**config.mk**
```make
export PLATFORM = sky130hd
export DESIGN_NAME = mfd_core
export DESIGN_NICKNAME = d
export VERILOG_FILES = /design/src/design/mfd_pkg.sv /design/src/design/mfd_step_gen.sv /design/src/design/mfd_axis.sv /design/src/design/mfd_core.sv
export SDC_FILE = /design/constraint.sdc
export NUM_CORES = 1
export LEC_CHECK = 0
export BUFFER_PORTS_ARGS = -buffer_cell sky130_fd_sc_hd__buf_2
export CAP_MARGIN = 20
export CORE_MARGIN = 5
export CORE_UTILIZATION = 35
export DETAILED_ROUTE_END_ITERATION = 10
export GPL_TIMING_DRIVEN = 0
export PLACE_DENSITY = 0.57
export SLEW_MARGIN = 10
export SYNTH_ARGS = -nofsm -noshare
export SYNTH_HDL_FRONTEND = slang
export SYNTH_SLANG_ARGS = --single-unit
```
**constraint.sdc**
```tcl
create_clock -name ref_clk_in -period 4 [get_ports ref_clk_in]
set_input_delay 0.4 -clock ref_clk_in [delete_from_list [all_inputs] [get_ports ref_clk_in]]
set_output_delay 0.4 -clock ref_clk_in [all_outputs]
set_load 0.005 [all_outputs]
```
**src/design/mfd_pkg.sv**
```systemverilog
// Shared constants and helpers for the freefall/motion debounce block.
package mfd_pkg;

  // Register offsets on the device register port.
  localparam logic [7:0] MFD_CFG_ADDR   = 8'h15;
  localparam logic [7:0] MFD_SRC_ADDR   = 8'h16;
  localparam logic [7:0] MFD_THS_ADDR   = 8'h17;
  localparam logic [7:0] MFD_COUNT_ADDR = 8'h18;

  // Configuration register fields.
  localparam int MFD_CFG_LATCH_BIT   = 7;
  localparam int MFD_CFG_COMBINE_BIT = 6;
  localparam int MFD_CFG_ZEN_BIT     = 5;
  localparam int MFD_CFG_YEN_BIT     = 4;
  localparam int MFD_CFG_XEN_BIT     = 3;

  // Source register fields.
  localparam int MFD_SRC_EA_BIT   = 7;
  localparam int MFD_SRC_ZFLG_BIT = 5;
  localparam int MFD_SRC_ZPOL_BIT = 4;
  localparam int MFD_SRC_YFLG_BIT = 3;
  localparam int MFD_SRC_YPOL_BIT = 2;
  localparam int MFD_SRC_XFLG_BIT = 1;
  localparam int MFD_SRC_XPOL_BIT = 0;

  // Threshold register fields.
  localparam int MFD_THS_MODE_BIT = 7;
  localparam int MFD_THS_MSB      = 6;

  // Reset values.
  localparam logic [4:0] MFD_CFG_RESET   = 5'h00;
  localparam logic       MFD_MODE_RESET  = 1'b0;
  localparam logic [6:0] MFD_THS_RESET   = 7'h00;
  localparam logic [7:0] MFD_COUNT_RESET = 8'h00;

  // With low noise on, 4 g at 0.063 g per count is the highest threshold.
  localparam logic [6:0] MFD_LOW_NOISE_THS_MAX = 7'h3F;

  // Timing: the shortest debounce step is 1.25 ms at a 50 ns clock.
  localparam int MFD_CLK_PERIOD_NS = 50;
  localparam int MFD_STEP_BASE_NS  = 1250000;
  localparam int MFD_STEP_BASE_CYCLES = MFD_STEP_BASE_NS / MFD_CLK_PERIOD_NS;

  // Data rate codes, fastest first.
  typedef enum logic [2:0] {
    MFD_ODR_800, MFD_ODR_400, MFD_ODR_200, MFD_ODR_100,
    MFD_ODR_50, MFD_ODR_12P5, MFD_ODR_6P25, MFD_ODR_1P56
  } mfd_odr_t;

  // Oversampling modes.
  typedef enum logic [1:0] {
    MFD_OS_NORMAL, MFD_OS_LOW_NOISE_LOW_POWER,
    MFD_OS_HIGH_RESOLUTION, MFD_OS_LOW_POWER
  } mfd_os_t;

  // Step length as a multiple of the 1.25 ms base step.
  function automatic logic [7:0] mfd_step_mult(input mfd_odr_t odr,
                                               input mfd_os_t  os);
    logic [7:0] m;
    m = 8'h01;
    unique case (odr)
      MFD_ODR_800:  m = 8'h01;
      MFD_ODR_400:  m = 8'h02;
      MFD_ODR_200:  m = 8'h04;
      MFD_ODR_100:  m = 8'h08;
      MFD_ODR_50:   m = 8'h10;
      MFD_ODR_12P5: m = 8'h40;
      MFD_ODR_6P25: m = 8'h80;
      MFD_ODR_1P56: m = 8'h80;
    endcase
    unique case (os)
      MFD_OS_HIGH_RESOLUTION: m = (m > 8'h02) ? 8'h02 : m;
      MFD_OS_NORMAL:          m = (m > 8'h10) ? 8'h10 : m;
      MFD_OS_LOW_NOISE_LOW_POWER: m = (m > 8'h40) ? 8'h40 : m;
      MFD_OS_LOW_POWER:       m = m;
    endcase
    return m;
  endfunction

endpackage

```
**src/design/mfd_step_gen.sv**
```systemverilog
// Sample step pulse generator following data rate and oversampling mode.
`timescale 1ns/1ns
`default_nettype none
module mfd_step_gen
  import mfd_pkg::*;
#(
  parameter int BASE_CYCLES = MFD_STEP_BASE_CYCLES
) (
  input  wire logic       ref_clk_in,
  input  wire logic       rst_in,
  input  wire logic [2:0] odr_in,
  input  wire logic [1:0] os_mode_in,
  output logic            tick_out
);

  logic [31:0] base_cnt_reg;
  logic [7:0]  mult_cnt_reg;
  logic [7:0]  mult;
  logic        base_done;

  assign mult      = mfd_step_mult(mfd_odr_t'(odr_in), mfd_os_t'(os_mode_in));
  assign base_done = (base_cnt_reg >= 32'(BASE_CYCLES - 1));

  // Base counter marks each 1.25 ms slot.
  always_ff @(posedge ref_clk_in) begin
    if (rst_in || base_done) begin
      base_cnt_reg <= 32'h0000_0000;
    end else begin
      base_cnt_reg <= base_cnt_reg + 32'h0000_0001;
    end
  end

  // A rate change takes effect at the next slot boundary, never mid-slot.
  always_ff @(posedge ref_clk_in) begin
    if (rst_in) begin
      mult_cnt_reg <= 8'h00;
      tick_out     <= 1'b0;
    end else if (base_done) begin
      if (mult_cnt_reg + 8'h01 >= mult) begin
        mult_cnt_reg <= 8'h00;
        tick_out     <= 1'b1;
      end else begin
        mult_cnt_reg <= mult_cnt_reg + 8'h01;
        tick_out     <= 1'b0;
      end
    end else begin
      tick_out <= 1'b0;
    end
  end

endmodule
`default_nettype wire

```
**src/design/mfd_axis.sv**
```systemverilog
// One axis: magnitude compare and motion and polarity flags.
`timescale 1ns/1ns
`default_nettype none
module mfd_axis
  import mfd_pkg::*;
#(
  parameter int DATA_W = 8
) (
  input  wire logic              ref_clk_in,
  input  wire logic              rst_in,
  input  wire logic              tick_in,
  input  wire logic [DATA_W-1:0] accel_in,
  input  wire logic [6:0]        threshold_in,
  input  wire logic              enable_in,
  input  wire logic              freeze_in,
  input  wire logic              clear_in,
  output logic                   high_out,
  output logic                   low_out,
  output logic                   flag_out,
  output logic                   pol_out
);

  logic [DATA_W-1:0] mag;
  logic              neg;

  assign neg      = accel_in[DATA_W-1];
  assign mag      = neg ? (~accel_in + 1'b1) : accel_in;
  assign high_out = mag > DATA_W'(threshold_in);
  assign low_out  = !high_out;

  // Flags follow the raw condition each step unless frozen, with no debounce.
  always_ff @(posedge ref_clk_in) begin
    if (rst_in) begin
      flag_out <= 1'b0;
      pol_out  <= 1'b0;
    end else if (!enable_in) begin
      flag_out <= 1'b0;
      pol_out  <= 1'b0;
    end else if (tick_in && !freeze_in) begin
      flag_out <= high_out;
      if (high_out) begin
        pol_out <= neg;
      end
    end else if (clear_in) begin
      flag_out <= 1'b0;
      pol_out  <= 1'b0;
    end
  end

endmodule
`default_nettype wire

```
**src/design/mfd_core.sv**
```systemverilog
// Freefall/motion event detection with debounce and register port.
//
// How it works
// - Event-active reads 1 when enabled axis events are asserted, else 0.
// - An axis flag and polarity read zero while that axis is disabled.
// - Polarity flag is 0 for a positive-g event, 1 for negative-g.
// - Event-active sets when the selected axis combination holds after debounce.
// - Event-active gated by interrupt enable and pin route drives interrupts.
// - An axis motion condition is magnitude strictly above threshold.
// - Freefall needs every enabled axis magnitude at or below threshold.
// - Threshold register: mode select bit 7, threshold bits 6..0, reset 0.
// - Threshold counts 0.063 g each, reaching 8 g in any range.
// - With low noise set, the usable threshold stops at 4 g.
// - Mode select 1 clears the debounce counter when condition is false.
// - Mode select 0 decrements the counter to zero when condition false.
// - Debounce count register is 8-bit read/write, reset zero.
// - Counter reaching the programmed count sets the event flag.
// - Counter saturates at the programmed count value.
// - Step is 1.25 ms at 800 Hz, scaling with data rate.
// - Slow rates use oversampling-dependent steps of 2.5 to 160 ms.
// - Combine select 0 is AND freefall, 1 is OR motion, reset 0.
// - Latched mode freezes flags once event-active sets; source read clears event-active and, unless a step lands in that cycle, the flags.
// - Latched source read also clears the counter, restarting the delay.
`timescale 1ns/1ns
`default_nettype none
module mfd_core
  import mfd_pkg::*;
#(
  parameter int DATA_W      = 8,
  parameter int STEP_CYCLES = MFD_STEP_BASE_CYCLES
) (
  input  wire logic              ref_clk_in,
  input  wire logic              rst_in,
  input  wire logic [7:0]        reg_addr_in,
  input  wire logic              reg_wr_in,
  input  wire logic              reg_rd_in,
  input  wire logic [7:0]        reg_wdata_in,
  output logic      [7:0]        reg_rdata_out,
  input  wire logic [DATA_W-1:0] accel_x_in,
  input  wire logic [DATA_W-1:0] accel_y_in,
  input  wire logic [DATA_W-1:0] accel_z_in,
  input  wire logic [2:0]        odr_in,
  input  wire logic [1:0]        os_mode_in,
  input  wire logic              low_noise_in,
  input  wire logic              motion_irq_enable_in,
  input  wire logic              motion_irq_pin_route_in,
  output logic                   int1_out,
  output logic                   int2_out,
  output logic                   event_active_out
);

  // Configuration and threshold registers.
  logic       event_latch_enable_reg;
  logic       axis_combine_select_reg;
  logic [2:0] axis_enable_reg;
  logic       debounce_mode_select_reg;
  logic [6:0] threshold_value_reg;
  logic [7:0] motion_debounce_count_reg;

  // Event state.
  logic       event_active_reg;
  logic       event_active_next;
  logic [7:0] debounce_cnt_reg;
  logic [7:0] debounce_cnt_next;

  logic       tick;
  logic       src_read;
  logic       read_clear;
  logic       freeze;
  logic [6:0] ths_eff;
  logic [2:0] high;
  logic [2:0] low;
  logic [2:0] flag;
  logic [2:0] pol;
  logic       any_en;
  logic       condition;
  logic [7:0] cnt_base;
  logic       ea_base;
  logic [7:0] src_value;

  assign src_read   = reg_rd_in && (reg_addr_in == MFD_SRC_ADDR);
  assign read_clear = src_read && event_latch_enable_reg;
  // A read in the same cycle as a step lets the step update the flags.
  assign freeze     = event_active_reg && event_latch_enable_reg && !src_read;

  // Low noise caps the compare level at 4 g; each count is 0.063 g.
  assign ths_eff = (low_noise_in &&
                    threshold_value_reg > MFD_LOW_NOISE_THS_MAX)
                   ? MFD_LOW_NOISE_THS_MAX : threshold_value_reg;

  mfd_step_gen #(
    .BASE_CYCLES (STEP_CYCLES)
  ) u_step (
    .ref_clk_in (ref_clk_in),
    .rst_in     (rst_in),
    .odr_in     (odr_in),
    .os_mode_in (os_mode_in),
    .tick_out   (tick)
  );

  // Axes are indexed X, Y, Z from bit 0 upward.
  logic [DATA_W-1:0] accel [3];
  assign accel[0] = accel_x_in;
  assign accel[1] = accel_y_in;
  assign accel[2] = accel_z_in;

  for (genvar i = 0; i < 3; i++) begin : g_axis
    mfd_axis #(
      .DATA_W (DATA_W)
    ) u_axis (
      .ref_clk_in   (ref_clk_in),
      .rst_in       (rst_in),
      .tick_in      (tick),
      .accel_in     (accel[i]),
      .threshold_in (ths_eff),
      .enable_in    (axis_enable_reg[i]),
      .freeze_in    (freeze),
      .clear_in     (read_clear),
      .high_out     (high[i]),
      .low_out      (low[i]),
      .flag_out     (flag[i]),
      .pol_out      (pol[i])
    );
  end

  // Freefall is an AND over enabled axes, motion an OR.
  assign any_en = |axis_enable_reg;
  always_comb begin
    if (axis_combine_select_reg) begin
      condition = |(high & axis_enable_reg);
    end else begin
      condition = any_en && &(low | ~axis_enable_reg);
    end
  end

  // Configuration register writes.
  always_ff @(posedge ref_clk_in) begin
    if (rst_in) begin
      {event_latch_enable_reg, axis_combine_select_reg,
       axis_enable_reg} <= MFD_CFG_RESET;
    end else if (reg_wr_in && reg_addr_in == MFD_CFG_ADDR) begin
      event_latch_enable_reg  <= reg_wdata_in[MFD_CFG_LATCH_BIT];
      axis_combine_select_reg <= reg_wdata_in[MFD_CFG_COMBINE_BIT];
      axis_enable_reg         <= {reg_wdata_in[MFD_CFG_ZEN_BIT],
                                  reg_wdata_in[MFD_CFG_YEN_BIT],
                                  reg_wdata_in[MFD_CFG_XEN_BIT]};
    end
  end

  // Threshold register writes.
  always_ff @(posedge ref_clk_in) begin
    if (rst_in) begin
      debounce_mode_select_reg <= MFD_MODE_RESET;
      threshold_value_reg      <= MFD_THS_RESET;
    end else if (reg_wr_in && reg_addr_in == MFD_THS_ADDR) begin
      debounce_mode_select_reg <= reg_wdata_in[MFD_THS_MODE_BIT];
      threshold_value_reg      <= reg_wdata_in[MFD_THS_MSB:0];
    end
  end

  // Debounce count register writes.
  always_ff @(posedge ref_clk_in) begin
    if (rst_in) begin
      motion_debounce_count_reg <= MFD_COUNT_RESET;
    end else if (reg_wr_in && reg_addr_in == MFD_COUNT_ADDR) begin
      motion_debounce_count_reg <= reg_wdata_in;
    end
  end

  // Debounce counter and event-active next values.
  always_comb begin
    cnt_base          = read_clear ? 8'h00 : debounce_cnt_reg;
    ea_base           = read_clear ? 1'b0 : event_active_reg;
    debounce_cnt_next = cnt_base;
    event_active_next = ea_base;
    if (!any_en) begin
      debounce_cnt_next = 8'h00;
      event_active_next = 1'b0;
    end else if (tick) begin
      if (condition) begin
        // Lowering the count below the counter pulls it back to the count.
        if (cnt_base < motion_debounce_count_reg) begin
          debounce_cnt_next = cnt_base + 8'h01;
        end else begin
          debounce_cnt_next = motion_debounce_count_reg;
        end
      end else if (debounce_mode_select_reg) begin
        debounce_cnt_next = 8'h00;
      end else if (cnt_base != 8'h00) begin
        debounce_cnt_next = cnt_base - 8'h01;
      end
      if (event_latch_enable_reg && ea_base) begin
        event_active_next = 1'b1;
      end else if (condition &&
                   debounce_cnt_next == motion_debounce_count_reg) begin
        event_active_next = 1'b1;
      end else if (debounce_cnt_next == 8'h00) begin
        // Decrement mode holds the event until the counter drains.
        event_active_next = 1'b0;
      end
    end
  end

  always_ff @(posedge ref_clk_in) begin
    if (rst_in) begin
      debounce_cnt_reg <= 8'h00;
    end else begin
      debounce_cnt_reg <= debounce_cnt_next;
    end
  end

  always_ff @(posedge ref_clk_in) begin
    if (rst_in) begin
      event_active_reg <= 1'b0;
    end else begin
      event_active_reg <= event_active_next;
    end
  end

  // Interrupt outputs; the route bit picks pin 1 when set.
  always_ff @(posedge ref_clk_in) begin
    if (rst_in) begin
      int1_out         <= 1'b0;
      int2_out         <= 1'b0;
      event_active_out <= 1'b0;
    end else begin
      int1_out <= event_active_next && motion_irq_enable_in &&
                  motion_irq_pin_route_in;
      int2_out <= event_active_next && motion_irq_enable_in &&
                  !motion_irq_pin_route_in;
      event_active_out <= event_active_next;
    end
  end

  always_comb begin
    src_value                   = 8'h00;
    src_value[MFD_SRC_EA_BIT]   = event_active_reg;
    src_value[MFD_SRC_ZFLG_BIT] = flag[2];
    src_value[MFD_SRC_ZPOL_BIT] = pol[2];
    src_value[MFD_SRC_YFLG_BIT] = flag[1];
    src_value[MFD_SRC_YPOL_BIT] = pol[1];
    src_value[MFD_SRC_XFLG_BIT] = flag[0];
    src_value[MFD_SRC_XPOL_BIT] = pol[0];
  end

  // Read data is registered; it holds until the next read.
  always_ff @(posedge ref_clk_in) begin
    if (rst_in) begin
      reg_rdata_out <= 8'h00;
    end else if (reg_rd_in) begin
      unique case (reg_addr_in)
        MFD_CFG_ADDR: begin
          reg_rdata_out <= {event_latch_enable_reg, axis_combine_select_reg,
                            axis_enable_reg, 3'h0};
        end
        MFD_SRC_ADDR: begin
          reg_rdata_out <= src_value;
        end
        MFD_THS_ADDR: begin
          reg_rdata_out <= {debounce_mode_select_reg, threshold_value_reg};
        end
        MFD_COUNT_ADDR: begin
          reg_rdata_out <= motion_debounce_count_reg;
        end
        default: begin
          reg_rdata_out <= 8'h00;
        end
      endcase
    end
  end

endmodule
`default_nettype wire

```
==> flow_metrics.tcl <==
set metrics [dict create \
    die_w_um 137 \
    clockBufferDepth 2 \
    areaGrowthSynthToFinish_pct 17.3 \
    track_usage_pct 16.2 \
    grt_overflow_total 0 \
    drv_slew 0 \
    synth_warnings 0 \
    avgSynthCellArea_um2 8.11 \
    multi_input_area_um2 3760 \
    grt_max_degree 17 \
    netlist_area_um2 5650 \
    ff_latch_area_um2 1740 \
    largest_reg_flops 32 \
    synth_edf_count 0 \
    fp.dieH_um 137 \
    final.setup.tns_ps 0 \
    layout-drive-gt1-share_pct 13.1 \
    p_total_mw 2.12 \
    clk-insertion-delay-late_ps 340 \
    cts_root_buf "clkbuf_16" \
    synth_cells 697 \
    drt_iter0_drc 362 \
    clkTransAtPathRegs_ps 60 \
    start_util_pct 35.6 \
    power-per-cell-area_nw_per_um2 320 \
    crit_path_max_incr_delay_ps 550 \
    viasPerCell 5.12 \
    gp_congestion 0.850 \
    worstPathMaxFanout 10 \
    critPathRequiredTime_ps 4220 \
    end_kind "register" \
    max_slew_margin_pct 56.2 \
    cts_num_sinks 87 \
    design_area_um2 6630 \
    drv_cap 0 \
    num_antenna_cells 0 \
    worstMarginPinSlew_ps 653 \
    ys_seq_elements 87 \
    wl_um 14700 \
    hold_viol 0 \
    synth.area.top_cells "dfxtp_1 (31%), ha_1 (8.2%), xnor2_1 (5.6%)" \
    core_area_um2 15900 \
    crit_arrival_ps 4040 \
    critPathLaunchType "register" \
    synth.distinct_cells 75 \
    finalSetupViolations 0 \
    p_leak_nw 2.74 \
    final_net_count 871 \
    crit_slowest_cell "o21ai_1" \
    fin_crit_sh_pct 95.3 \
    ir_worst_vdd_v 0.000219 \
    portBuffers 56 \
    synth_ff_type "dfxtp_1" \
    wl_per_cell_um 14.6 \
    fillers 1687 \
    h-tree-depth 3 \
    num_vias 5134 \
    drt_pass1_iterations 7 \
    die_area_um2 18800 \
    synth_top_area_share_pct 30.8 \
    critPathKind "register to register" \
    hold_path.class "primary input to register" \
    ctsHoldBuffers 0 \
    max_freq_mhz 262 \
    core.rowCount 46 \
    yosysSeqAreaShare_pct 30.8 \
    ant_nets 0 \
    grt_pass1_wl_um 24100 \
    fin_skew_ps 3.64 \
    tritoncts "done" \
    status "finished, final reports clean" \
    dp_hpwl_um 11400 \
    placed_area_um2 6260 \
    grt_pass1_vias 4871 \
    crit_path_cell_trace "buf_2 -> a21oi_1 -> ha_1 -> a21o_1 -> a211oi_1 -> o211ai_1 -> a32o_1 -> o21ai_1 -> mux2_2 -> o311ai_4 -> a21oi_1" \
    pin_count 63 \
    fin_crit_ps 3810 \
    cp_common_cell "a21oi_1" \
    synthArstFlopShare_pct 0 \
    drc_errors 0 \
    antenna_found_initial 1 \
    synth_top_area_cell "dfxtp_1" \
    numCtsBuffers 9 \
]
[metrics by stage]
step | hold slack (ps) | cells | util (%) | setup slack [ps]
final | 312 | 1003 | 41.7 | 188
after global routing | 312 | 1003 | 41.7 | -29.8
after CTS | 300 | 1001 | 41.5 | 37.6
after detailed placement | 452 | 985 | 39.4 | -957
after global placement | 453 | 985 | 39.4 | -914
after floorplan | 432 | 713 | - | 76.6
[where the power goes]
group / switching [mW] / internal, mW / leakage (nW)
sequential: 0.0196 / 0.889 / 0.708
clock: 0.369 / 0.495 / 0.143
combinational: 0.193 / 0.155 / 1.89
[synth_stat cells, types with 3 or more instances]
master / n
or3_1: 6
a31oi_1: 6
a211oi_1: 10
nand2b_1: 16
a21o_1: 8
o311ai_0: 3
nand4_1: 6
a22oi_1: 7
inv_1: 32
nand2_1: 68
xnor2_1: 36
and2_1: 9
and3_1: 11
nand4b_1: 4
a21oi_1: 45
nand3_1: 33
nor4b_1: 3
xor2_1: 14
dfxtp_1: 87
a21boi_0: 3
o31ai_1: 3
ha_1: 37
nor2b_1: 10
o21ai_0: 26
nor3_1: 6
nor4_1: 11
mux2_2: 8
mux2i_1: 24
o211ai_1: 6
clkbuf_1: 25
a211o_1: 3
a32oi_1: 6
nor2_1: 75
[layout make-up]
class                      count  area share, %
multi-input combinational    563           56.7
sequential                    87           26.3
timing repair buffer          59           4.57
tap                          216           4.08
clock buffer                  10           3.45
buffer                        29           1.91
inverter                      33           1.87
clock inverter                 6           1.15
[cells in the final DEF (no fill, tap or decap), types with 4 or more instances in the layout]
master,n
o21ai_0,25
buf_2,58
nor3_1,6
xnor2_1,36
and3_1,11
nor2b_1,10
ha_1,37
nand4b_1,4
a21oi_1,45
or3_1,6
nand4_1,6
clkbuf_1,24
o211ai_1,6
a211oi_1,10
a21o_1,8
and2_1,9
xor2_1,14
a31oi_1,6
inv_1,32
nand2_1,68
mux2i_1,24
mux2_2,8
nor2_1,74
conb_1,17
buf_4,4
nor4_1,11
a22oi_1,7
clkbuf_16,9
nand3_1,32
a32oi_1,6
dfxtp_1,87
nand2b_1,16
[repair_timing]
| action | 4_1_cts | 5_1_grt |
|---|---|---|
| setup buffers | 0 | 3 |
| resized for setup | 4 | 7 |
| setup endpoints to repair | 11 | 4 |
| pin swaps | 0 | 2 |
[final timing paths]
kind                                           startpoint                   endpoint  slack, ps  depth (start not counted)
worst max-delay path               threshold_value_reg[6]                   int1_out        190                         11
worst min-delay path                 motion_irq_enable_in                   int1_out        310                          3
worst max register to register     threshold_value_reg[6]                   int1_out        190                         11
worst min register to register  g_axis[2].u_axis.flag_out  g_axis[2].u_axis.flag_out        460                          2
[critical path, delay by kind of cell, from the launching register on]
| kind | cells | cell delay (ps) |
|---|---|---|
| flops | 1 | 310 |
| buf+inv | 1 | 190 |
| compound gates | 8 | 2430 |
| fa+ha+maj | 1 | 320 |
| mux | 1 | 450 |
[per-layer routing]
layer  global-route usage (%)  share of wire (%)  vias to the layer above
li1                         -                  -                     2645
met1                     22.3                 48                     2317
met2                     25.0                 44                      147
met3                     4.63                6.9                       23
met4                     3.99                1.5                        2
met5                        0              0.088                        -
[logic make-up (layout without fill, tap and decap cells)]
logic type	after synthesis	in the layout	synth area share, %
muxes	33	33	6.24
and+or+nand+nor	274	274	24.1
other	1	17	0.0664
xor gates and xnor gates	51	51	8.15
adders and majority gates	38	38	8.37
AOI/OAI and AO/OA	150	150	17.8
buffers and inverters	63	137	4.43
DFF	87	87	30.8
(Power assumes the default switching activity.)
